[config.mk]
export PLATFORM = sky130hd
export DESIGN_NAME = dcc_top
export DESIGN_NICKNAME = d
export VERILOG_FILES = /design/src/core/dcc_pkg.sv /design/src/core/dcc_top.sv
export VERILOG_INCLUDE_DIRS = /design/src /design/src/core
export SDC_FILE = /design/constraint.sdc
export NUM_CORES = 1
export LEC_CHECK = 0
export CORE_MARGIN = 8
export CORE_UTILIZATION = 62
export CTS_CLUSTER_DIAMETER = 120
export CTS_CLUSTER_SIZE = 24
export DETAILED_ROUTE_END_ITERATION = 16
export DONT_BUFFER_PORTS = 1
export PLACE_DENSITY = 0.78
export SLEW_MARGIN = 10
export SYNTH_ARGS = -nofsm -noshare
export SYNTH_HDL_FRONTEND = slang
export SYNTH_SLANG_ARGS = --single-unit
[constraint.sdc]
create_clock -name pclk -period 1.7 [get_ports pclk]
set_input_delay 0.34 -clock pclk [delete_from_list [all_inputs] [get_ports pclk]]
set_output_delay 0.34 -clock pclk [all_outputs]
set_load 0.005 [all_outputs]
[src/core/dcc_defines.svh]
// Register offsets, field positions, reset values and timing counts
// for the dual comparator control block. Definitions only.
`ifndef DCC_DEFINES_SVH
`define DCC_DEFINES_SVH

// ============================================================
// Register byte addresses
`define DCC_OFS_CMP_CTRL    12'h000
`define DCC_OFS_LADDER_CTRL 12'h004
`define DCC_OFS_IRQ_STATUS  12'h008
`define DCC_OFS_IRQ_MASK    12'h00c
`define DCC_OFS_MODE        12'h010

// ============================================================
// Comparator control field positions
`define DCC_B_IDLE_SUPP    15
`define DCC_B_RSVD14       14
`define DCC_B_B_FLAG       13
`define DCC_B_A_FLAG       12
`define DCC_B_B_ON         11
`define DCC_B_A_ON         10
`define DCC_B_B_PAD        9
`define DCC_B_A_PAD        8
`define DCC_B_B_RESULT     7
`define DCC_B_A_RESULT     6
`define DCC_B_B_INV        5
`define DCC_B_A_INV        4
`define DCC_B_B_MINUS      3
`define DCC_B_B_PLUS       2
`define DCC_B_A_MINUS      1
`define DCC_B_A_PLUS       0

// ============================================================
// Reference ladder field positions
`define DCC_B_LAD_POWER    7
`define DCC_B_LAD_PIN      6
`define DCC_B_LAD_RANGE    5
`define DCC_B_LAD_SOURCE   4
`define DCC_B_LAD_CODE_HI  3

// ============================================================
// Reset values and write masks
`define DCC_RST_CMP_CTRL    16'h0000
`define DCC_RST_LADDER_CTRL 16'h0000
`define DCC_WMASK_CMP       16'hbf3f
`define DCC_WMASK_LADDER    16'h00ff

// ============================================================
// Synchroniser depth
`define DCC_SYNC_STAGES    2

`endif

[src/core/dcc_pkg.sv]
// Types shared by the dual comparator control block.
// Assumes dcc_defines.svh holds the numeric constants.
package dcc_pkg;

  // ============================================================
  // Reference range chosen by the ladder range bit
  typedef enum logic [0:0] {
    DCC_RANGE_QUARTER = 1'b0,
    DCC_RANGE_ZERO    = 1'b1
  } dcc_range_e;

  // ============================================================
  // Ladder tap index, one of sixteen levels per range
  typedef logic [3:0] dcc_code_t;

endpackage : dcc_pkg

[src/core/dcc_top.sv]
// Dual comparator control: APB register slave, routing and ladder controls,
// synchronised result bits, change flags and a level interrupt.
// Assumes analog outputs are asynchronous and pclk is the only clock.
//
// Contract
// RULE1: Idle suppression blocks interrupts, comparators stay on
// RULE2: Output change sets that comparator's flag
// RULE3: Enable bits turn comparators on or off
// RULE4: Pad drive bits gate comparator pad output
// RULE5: Result bits read comparison, sense per inversion
// RULE6: Inversion bits invert comparator output
// RULE7: Minus select routes negative terminal
// RULE8: Plus select picks pin or internal reference
// RULE9: Ladder power bit powers reference circuit
// RULE10: Ladder pin bit connects reference to pin
// RULE11: Range bit picks step size and offset
// RULE12: Source bit picks reference span
// RULE13: Four-bit level code, sixteen levels per range
// RULE14: Unimplemented bits read zero, ignore writes
// RULE15: Flags sticky until cleared; interrupt while set
// RULE16: Two-stage synchroniser before using outputs
`timescale 1ns/1ns
`include "dcc_defines.svh"

module dcc_top #(
  parameter int ADDR_W = 12
) (
  // Clock and reset
  input  wire logic              pclk,
  input  wire logic              presetn,
  // APB slave
  input  wire logic              psel,
  input  wire logic              penable,
  input  wire logic              pwrite,
  input  wire logic [ADDR_W-1:0] paddr,
  input  wire logic [31:0]       pwdata,
  input  wire logic [3:0]        pstrb,
  output logic [31:0]            prdata,
  output logic                   pready,
  output logic                   pslverr,
  // Chip power state
  input  wire logic              idle_mode,
  // Raw analog comparator outputs
  input  wire logic              cmp_a_raw,
  input  wire logic              cmp_b_raw,
  // Comparator controls
  output logic                   cmp_a_on,
  output logic                   cmp_b_on,
  output logic                   cmp_a_minus_select,
  output logic                   cmp_b_minus_select,
  output logic                   cmp_a_plus_select,
  output logic                   cmp_b_plus_select,
  // Output pads, enables active low
  output logic                   cmp_a_pad_out,
  output logic                   cmp_a_pad_oe_n,
  output logic                   cmp_b_pad_out,
  output logic                   cmp_b_pad_oe_n,
  // Reference ladder controls
  output logic                   ladder_power_on,
  output logic                   ladder_pin_drive,
  output logic                   ladder_range_select,
  output logic                   ladder_source_select,
  output logic [3:0]             ladder_level_code,
  // Interrupt
  output logic                   irq
);

  // ============================================================
  // Elaboration check
  if (ADDR_W < 5)
  begin : g_bad_addr
    $error("dcc_top: ADDR_W must be at least 5");
  end
  // The change detector expects results exactly two edges after the pins
  if (`DCC_SYNC_STAGES != 2)
  begin : g_bad_sync
    $error("dcc_top: synchroniser depth must be two");
  end

  // ============================================================
  // State
  logic [15:0] cmp_ctrl_r;
  logic [15:0] ladder_ctrl_r;
  logic [1:0]  irq_status_r;
  logic [1:0]  irq_mask_r;
  logic        mode_int_en_r;
  logic [1:0]  sync1_r;
  logic [1:0]  sync2_r;
  logic [1:0]  prev_r;
  logic        prev_valid_r;

  // ============================================================
  // Bus decode
  logic        wr_en;
  logic        rd_en;
  logic [ADDR_W-1:0] addr_w;
  logic        hit;
  logic [15:0] wdata16;
  logic [15:0] strb16;

  // Every register is one aligned word; the byte lane bits are ignored
  assign addr_w  = {paddr[ADDR_W-1:2], 2'b00};
  assign wr_en   = psel && penable && pwrite;
  assign rd_en   = psel && penable && !pwrite;
  assign wdata16 = pwdata[15:0];
  assign strb16  = {{8{pstrb[1]}}, {8{pstrb[0]}}};
  assign pready  = 1'b1;

  function automatic logic is_addr(input logic [ADDR_W-1:0] a, input logic [11:0] ofs);
    is_addr = (a == ADDR_W'(ofs));
  endfunction : is_addr

  // Low-byte write strobe for one register; the narrow registers live there
  function automatic logic reg_wr(input logic [11:0] ofs);
    reg_wr = wr_en && pstrb[0] && is_addr(addr_w, ofs);
  endfunction : reg_wr

  assign hit = is_addr(addr_w, `DCC_OFS_CMP_CTRL) || is_addr(addr_w, `DCC_OFS_LADDER_CTRL)
            || is_addr(addr_w, `DCC_OFS_IRQ_STATUS) || is_addr(addr_w, `DCC_OFS_IRQ_MASK)
            || is_addr(addr_w, `DCC_OFS_MODE);
  // Unmapped addresses answer with an error so software notices a bad pointer
  assign pslverr = psel && penable && !hit;

  // ============================================================
  // Synchroniser; first stage feeds only the second
  always_ff @(posedge pclk or negedge presetn)
  begin
    if (!presetn)
    begin
      sync1_r <= 2'h0;
      sync2_r <= 2'h0;
    end
    else
    begin
      sync1_r <= {cmp_b_raw, cmp_a_raw}; // [RULE16]
      sync2_r <= sync1_r;                // [RULE16]
    end
  end

  // ============================================================
  // Results after inversion
  logic [1:0] result;
  logic [1:0] inv;
  logic [1:0] on;
  assign inv    = {cmp_ctrl_r[`DCC_B_B_INV], cmp_ctrl_r[`DCC_B_A_INV]};
  assign on     = {cmp_ctrl_r[`DCC_B_B_ON], cmp_ctrl_r[`DCC_B_A_ON]};
  // A disabled comparator reads as its idle low level before inversion
  assign result = (sync2_r & on) ^ inv; // [RULE5] [RULE6]

  // Change detection; previous value is primed once after reset
  logic [1:0] change;
  assign change = prev_valid_r ? (result ^ prev_r) : 2'h0; // [RULE2]

  always_ff @(posedge pclk or negedge presetn)
  begin
    if (!presetn)
    begin
      prev_r <= 2'h0;
    end
    else
    begin
      prev_r <= result;
    end
  end

  // Masks the first cycle, before prev_r has held a real result
  always_ff @(posedge pclk or negedge presetn)
  begin
    if (!presetn)
    begin
      prev_valid_r <= 1'b0;
    end
    else
    begin
      prev_valid_r <= 1'b1;
    end
  end

  // ============================================================
  // Comparator control register
  logic [15:0] cmp_wmask;
  logic        cmp_wr;
  assign cmp_wr    = wr_en && is_addr(addr_w, `DCC_OFS_CMP_CTRL);
  // Result bits and the spare bit take no writes
  assign cmp_wmask = strb16 & 16'(`DCC_WMASK_CMP); // [RULE14]

  always_ff @(posedge pclk or negedge presetn)
  begin
    if (!presetn)
    begin
      cmp_ctrl_r <= `DCC_RST_CMP_CTRL;
    end
    else
    begin
      if (cmp_wr)
      begin
        cmp_ctrl_r <= (cmp_ctrl_r & ~cmp_wmask) | (wdata16 & cmp_wmask); // [RULE14]
      end
      // Flags are sticky: a change in the clearing cycle still sets them
      if (change[1])
      begin
        cmp_ctrl_r[`DCC_B_B_FLAG] <= 1'b1; // [RULE2] [RULE15]
      end
      if (change[0])
      begin
        cmp_ctrl_r[`DCC_B_A_FLAG] <= 1'b1; // [RULE2] [RULE15]
      end
    end
  end

  // ============================================================
  // Reference ladder control register
  logic ladder_wr;
  assign ladder_wr = wr_en && is_addr(addr_w, `DCC_OFS_LADDER_CTRL);

  always_ff @(posedge pclk or negedge presetn)
  begin
    if (!presetn)
    begin
      ladder_ctrl_r <= `DCC_RST_LADDER_CTRL;
    end
    else if (ladder_wr && pstrb[0])
    begin
      ladder_ctrl_r <= wdata16 & 16'(`DCC_WMASK_LADDER); // [RULE14]
    end
  end

  // ============================================================
  // Interrupt status, mask and mode
  logic st_rd;
  logic [1:0] suppress_n;
  assign st_rd = rd_en && is_addr(addr_w, `DCC_OFS_IRQ_STATUS);

  always_ff @(posedge pclk or negedge presetn)
  begin
    if (!presetn)
    begin
      irq_status_r <= 2'h0;
    end
    else
    begin
      // Only the bits that the read returned are cleared, so an event that
      // lands in the setup cycle survives; a new event wins over the clear
      irq_status_r <= (st_rd ? (irq_status_r & ~prdata[1:0]) : irq_status_r) | change;
    end
  end

  always_ff @(posedge pclk or negedge presetn)
  begin
    if (!presetn)
    begin
      irq_mask_r <= 2'h0;
    end
    else if (reg_wr(`DCC_OFS_IRQ_MASK))
    begin
      irq_mask_r <= pwdata[1:0];
    end
  end

  always_ff @(posedge pclk or negedge presetn)
  begin
    if (!presetn)
    begin
      mode_int_en_r <= 1'b0;
    end
    else if (reg_wr(`DCC_OFS_MODE))
    begin
      mode_int_en_r <= pwdata[0];
    end
  end

  logic suppressed;
  // Idle suppression gates the request only; flags and status still record
  assign suppressed = cmp_ctrl_r[`DCC_B_IDLE_SUPP] && idle_mode; // [RULE1]
  assign suppress_n = {2{!suppressed}};

  logic [1:0] flags;
  assign flags = {cmp_ctrl_r[`DCC_B_B_FLAG], cmp_ctrl_r[`DCC_B_A_FLAG]};

  // Level request: sticky status gated by mask, or flag request when enabled
  logic irq_nxt;
  always_comb
  begin
    irq_nxt = |(((irq_status_r & irq_mask_r) | (flags & {2{mode_int_en_r}}))
                & suppress_n); // [RULE1] [RULE15]
  end

  // Registered so the pin never glitches while the status bits settle
  always_ff @(posedge pclk or negedge presetn)
  begin
    if (!presetn)
    begin
      irq <= 1'b0;
    end
    else
    begin
      irq <= irq_nxt;
    end
  end

  // ============================================================
  // Read mux
  logic [15:0] cmp_view;
  always_comb
  begin
    cmp_view                   = cmp_ctrl_r;
    cmp_view[`DCC_B_RSVD14]    = 1'b0;            // [RULE14]
    cmp_view[`DCC_B_B_RESULT]  = result[1];       // [RULE5]
    cmp_view[`DCC_B_A_RESULT]  = result[0];       // [RULE5]
  end

  always_ff @(posedge pclk or negedge presetn)
  begin
    if (!presetn)
    begin
      prdata <= 32'h0000_0000;
    end
    // Loaded in the setup cycle so the data stands at the access edge
    else if (psel && !penable && !pwrite)
    begin
      unique case (1'b1)
        is_addr(addr_w, `DCC_OFS_CMP_CTRL):    prdata <= {16'h0000, cmp_view};
        is_addr(addr_w, `DCC_OFS_LADDER_CTRL): prdata <= {16'h0000, ladder_ctrl_r}; // [RULE14]
        is_addr(addr_w, `DCC_OFS_IRQ_STATUS):  prdata <= {30'h0, irq_status_r};
        is_addr(addr_w, `DCC_OFS_IRQ_MASK):    prdata <= {30'h0, irq_mask_r};
        is_addr(addr_w, `DCC_OFS_MODE):        prdata <= {31'h0, mode_int_en_r};
        default:                               prdata <= 32'h0000_0000;
      endcase
    end
  end

  // ============================================================
  // Analog controls
  assign cmp_a_on           = cmp_ctrl_r[`DCC_B_A_ON];    // [RULE3]
  assign cmp_b_on           = cmp_ctrl_r[`DCC_B_B_ON];    // [RULE3]
  assign cmp_a_minus_select = cmp_ctrl_r[`DCC_B_A_MINUS]; // [RULE7]
  assign cmp_b_minus_select = cmp_ctrl_r[`DCC_B_B_MINUS]; // [RULE7]
  assign cmp_a_plus_select  = cmp_ctrl_r[`DCC_B_A_PLUS];  // [RULE8]
  assign cmp_b_plus_select  = cmp_ctrl_r[`DCC_B_B_PLUS];  // [RULE8]

  // ============================================================
  // Output pads
  // Pad data comes from flops: one more cycle of latency than the result
  // bits, traded for an output that cannot glitch on a register write
  always_ff @(posedge pclk or negedge presetn)
  begin
    if (!presetn)
    begin
      cmp_a_pad_out <= 1'b0;
      cmp_b_pad_out <= 1'b0;
    end
    else
    begin
      cmp_a_pad_out <= result[0]; // [RULE4] [RULE6]
      cmp_b_pad_out <= result[1]; // [RULE4] [RULE6]
    end
  end

  assign cmp_a_pad_oe_n = !cmp_ctrl_r[`DCC_B_A_PAD]; // [RULE4]
  assign cmp_b_pad_oe_n = !cmp_ctrl_r[`DCC_B_B_PAD]; // [RULE4]

  assign ladder_power_on      = ladder_ctrl_r[`DCC_B_LAD_POWER];  // [RULE9]
  assign ladder_pin_drive     = ladder_ctrl_r[`DCC_B_LAD_PIN];    // [RULE10]
  assign ladder_source_select = ladder_ctrl_r[`DCC_B_LAD_SOURCE]; // [RULE12]

  // Range as a named type: zero-based coarse steps or quarter-based fine steps
  dcc_pkg::dcc_range_e ladder_range;
  assign ladder_range        = dcc_pkg::dcc_range_e'(ladder_ctrl_r[`DCC_B_LAD_RANGE]);
  assign ladder_range_select = (ladder_range == dcc_pkg::DCC_RANGE_ZERO); // [RULE11]

  // Tap index into the analog ladder; step and offset follow the range bit
  dcc_pkg::dcc_code_t level_code;
  assign level_code        = ladder_ctrl_r[`DCC_B_LAD_CODE_HI:0];
  assign ladder_level_code = level_code; // [RULE13] [RULE11]

endmodule : dcc_top

* Word-level counts from Yosys, hierarchy flattened
Cells that the tools add are included.
** Storage, ports and cells
- Register bits :: 71
- Input port bits :: 56
- Output and inout port bits :: 53
- Word-level logic and storage cells :: 67
** Operators by class
- Equal/unequal tests :: 4
- Mux-type cells :: 6
- Bitwise logic cells :: 14
- Reduce and logical (&&, ||, !) cells :: 28
** Operator list (count)
- $pmux W16 S5 :: 1
- $and A16 B16 Y16 :: 2
- $eq A10 B2 Y1 const B :: 2
- $not A16 Y16 :: 1
- $or A16 B16 Y16 :: 1
- $logic_and A1 B1 Y1 :: 14
- $mux W14 :: 1
- $logic_not A12 Y1 :: 1
- $and A2 B2 Y2 :: 5
- $eq A10 B1 Y1 const B :: 1
- $eq A10 B3 Y1 const B :: 1
- $logic_not A1 Y1 :: 6
- $logic_or A1 B1 Y1 :: 4
- $mux W2 :: 2
- $or A2 B2 Y2 :: 2
- $reduce_bool A2 Y1 :: 2
- $xor A2 B2 Y2 :: 2
- $mux W1 :: 2
- $not A2 Y2 :: 1
- $reduce_or A2 Y1 :: 1

* Longest topological paths before layout
- Word-level depth :: 7
- Gate-level depth with buffers :: 5
- Mapped depth without buffers :: 4

* Worst setup path before layout
Ideal clock, no wire load.
- Kind :: input to register
- From :: input paddr[8]
- To :: register ladder_ctrl_r[0]
- Library setup time :: 0.125 ns
- Arrival time :: 1.698 ns
- Data required time :: 1.575 ns
- Path slack :: -0.123 ns
- Stages on the path :: 4
- Path buffers :: 0
- Cell sequence :: or4_4 > nor3_4 > nand4b_2 > mux2_2
** On the way
- Longest elaborated chain between the ends :: 3
** Ends and longest elaborated chain
- start, declared :: line dcc_top.sv:35 : input wire logic [ADDR_W-1:0] paddr,
- $eq A10 B1 Y1 :: line dcc_top.sv:110 : is_addr = (a == ADDR_W'(ofs));
- $logic_and A1 B1 Y1 :: line dcc_top.sv:214 : assign ladder_wr = wr_en && is_addr(addr_w, `DCC_OFS_LADDER_CTRL);
- $logic_and A1 B1 Y1 :: line dcc_top.sv:222 : else if (ladder_wr && pstrb[0])
- end signal, assigned :: line dcc_top.sv:220 : ladder_ctrl_r <= `DCC_RST_LADDER_CTRL;
- end signal, assigned :: line dcc_top.sv:224 : ladder_ctrl_r <= wdata16 & 16'(`DCC_WMASK_LADDER);
- end, declared :: line dcc_top.sv:83 : logic [15:0] ladder_ctrl_r;
Every way passes these cells.
A chain may end at the register's enable or synchronous reset.

* Worst setup path after layout
- From :: input paddr[8]
- To :: output pslverr
** On the way
- Longest elaborated chain between the ends :: 7
- Elaborated cells between the ends (all ways) :: 11
- Those cells by class :: 4 x eq/ne; 7 x reduce/logical
** Ends and longest elaborated chain
- $eq A10 B1 Y1 / $logic_not A12 Y1 (equally long branches) :: line dcc_top.sv:110
- $logic_or A1 B1 Y1 (3 in a row) :: line dcc_top.sv:118 : assign hit = is_addr(addr_w, `DCC_OFS_CMP_CTRL) || is_addr(addr_w, `DCC_OFS_LADDER_CTRL)
- $logic_or A1 B1 Y1 * :: line dcc_top.sv:118
- $logic_not A1 Y1 * :: line dcc_top.sv:122 : assign pslverr = psel && penable && !hit;
- $logic_and A1 B1 Y1 * :: line dcc_top.sv:122
- end, declared :: line dcc_top.sv:40 : output logic pslverr,
Every way passes the cells marked *; elsewhere a longest branch is shown, timed or not.

==> results_dict.tcl <==
set metrics [dict create \
    core_um2 3390 \
    postRouteAntennaNets 0 \
    p_sw_share_pct 22.19 \
    antenna_found_initial 0 \
    first_pass_iters 4 \
    chipHeight_um 75.97 \
    grt_use_met2_pct 26.91 \
    layout_common_cells "dfrtp_1 (49), mux2_2 (23), conb_1 (19)" \
    post_cts_buffers 0 \
    vias_per_cell 5.923 \
    clock_sinks 49 \
    start_kind "input port" \
    netlist_instances 176 \
    use_met3_pct 11.08 \
    gr-usage-met1_pct 17.31 \
    start_util_pct 65.78 \
    grt_max_degree 50 \
    cts_buffers 5 \
    ctsResizeCount 0 \
    p_int_uw 1518 \
    wl_per_cell_um 20.02 \
    cts-root-buf "clkbuf_4" \
    clk_path_buf_depth 2 \
    io_pins 109 \
    grt_pass1_vias 1522 \
    fin_crit_ns 1.619 \
    ys_ff_latch 49 \
    area_growth_pct 7.015 \
    synth_area_leader_cell "dfrtp_1" \
    status "complete, no violations" \
    drv_cap 0 \
    gp_congestion 0.7913 \
    clk-insertion-delay-late_ns 0.37 \
    grt_pass1_wl_um 7997 \
    synth_cell_types 34 \
    overflow 0 \
    drt_wl_total_um 4705 \
    end_kind "output pin" \
    path_max_fanout 3 \
    cp.arrival_ns 1.28 \
    crit_type "in -> out" \
    dpl-instance-area_um2 2247 \
    grt_use_total_pct 16.96 \
    mostFrequentLayoutCell "dfrtp_1" \
    grt-busiest-layer "met2" \
    ys_top_cells_by_area "dfrtp_1 (55%), mux2_2 (12%), buf_4 (6.1%)" \
    switchingPower_uw 432.8 \
    finClkSkew_ns 0.01518 \
    yosysTopAreaCellShare_pct 54.99 \
    hold_path_class "in -> reg" \
    final_max_slew_viol_count 0 \
    comb_power_share_pct 4.3 \
    cts.htree.levels 2 \
    diodes 0 \
    path_clk_slew_ns 0.15 \
    design_area_um2 2386 \
    max-vdd-ir-drop_uv 618.6 \
    hold_viol 0 \
    syn_avg_cell_area_um2 12.67 \
    synth_warnings 0 \
    drive_above_1_share_pct 26.46 \
    required_ns 1.36 \
    port_buffers 0 \
    fin_crit_sh_pct 95.21 \
    rows 21 \
    cts_hold_buf 4 \
    synth-seq-area-share_pct 54.99 \
    total_power_uw 1951 \
    dpl.hpwl_um 3685 \
    setup_viol_count_final 0 \
    pwr-share-seq_pct 60.3 \
    fin_nets 244 \
    grt_setup_unrepaired "false" \
    p_clk_share_pct 35.4 \
    drt_iter0_markers 79 \
    p_per_area_nw_per_um2 817.5 \
    netlist_area_um2 2230 \
    die_width_um 75.97 \
    num_vias 1392 \
    fp.dieArea_um2 5771 \
    fmax_mhz 617.8 \
    p_leak_uw 0.001157 \
    drcViolationCount 0 \
    cts_tree "done" \
]
==> final cells by class <==
type                    count  area [µm²]
flip-flops and latches     49        1226
clock inverters             3       43.79
inverters                   3       11.26
fillers                   256        1003
well taps                  46       57.56
clock buffers               5       37.54
multi-input cells         118       899.6
repair buffers             11       110.1
==> cell families after synthesis <==
| group | count (synthesis) | synth area share [%] |
|---|---|---|
| XOR/XNOR | 4 | 1.571 |
| AO/OA/AOI/OAI | 26 | 9.147 |
| multiplexers | 32 | 16.22 |
| buffers and inverters | 26 | 7.520 |
| other | 2 | 0.3368 |
| AND/OR/NAND/NOR | 37 | 10.21 |
| flip-flops | 49 | 54.99 |
==> critical path, stage by stage <==
cell and delay (ns):
or4_4 0.55, nor2_1 0.20, a21boi_0 0.19
==> path summary, 6_finish.rpt <==
kind	startpoint	to	slack, ns	depth (start not counted)
worst min-delay path	idle_mode	irq	0.05	1
worst max register to register	ladder_ctrl_r[0]	prdata[0]	0.33	4
min in group asynchronous	presetn	async pin	0.45	2
max in group asynchronous	presetn	irq_mask_r[1]	1.03	2
worst min register to register	sync1_r[1]	sync2_r[1]	0.37	0
worst max-delay path	paddr[8]	pslverr	0.08	3
==> metal layers <==
layer / wire, µm / vias up
li1: - / 617
met1: 1683 / 677
met2: 2231 / 88
met3: 695 / 10
met4: 95 / 0
met5: 0 / -
==> power by group through the flow <==
stage / logic (µW) / registers, µW / clock network [µW]
floorplan: 77.5 / 1200 / 0
global placement: 45.9 / 1200 / 0
detailed placement: 47.4 / 1200 / 0
CTS: 83.7 / 1180 / 702
global route: 96.5 / 1180 / 738
finish: 83.7 / 1180 / 690
==> cell usage after synthesis <==
| library cell | n |
|---|---|
| nor3b_1 | 2 |
| a21boi_0 | 1 |
| nand2_1 | 12 |
| nor2_1 | 3 |
| nand4_1 | 5 |
| a221o_1 | 1 |
| or4_4 | 1 |
| mux4_2 | 1 |
| nor4bb_1 | 1 |
| and2_1 | 2 |
| o2bb2ai_1 | 2 |
| dfrtp_1 | 49 |
| clkbuf_1 | 3 |
| o21ai_2 | 6 |
| nor4_1 | 2 |
| mux2i_1 | 8 |
| a31oi_1 | 1 |
| nor3_1 | 2 |
| a22oi_1 | 2 |
| and3_1 | 2 |
| a22o_1 | 7 |
| o21ai_0 | 5 |
| buf_2 | 2 |
| or3_1 | 1 |
| buf_4 | 18 |
| conb_1 | 2 |
| nand3b_1 | 1 |
| or3b_4 | 1 |
| nor3_4 | 1 |
| mux2_2 | 23 |
| xnor2_1 | 4 |
| nand4b_2 | 1 |
| inv_1 | 3 |
| a2111oi_0 | 1 |
==> metrics by stage <==
step	utilization [%]	setup slack [ns]	hold slack [ns]	cells	TNS, ns
2_1_floorplan	-	-0.1232	0.04441	193	-2.160
3_3_place_gp	66.30	-0.1849	0.04592	223	-3.489
3_5_place_dp	66.30	-0.2091	0.04589	223	-4.182
4_1_cts	70.40	0.09211	0.04635	235	0
5_1_grt	70.40	0.03607	0.05133	235	0
6_report	70.40	0.08143	0.05235	235	0
(Power assumes the default switching activity.)
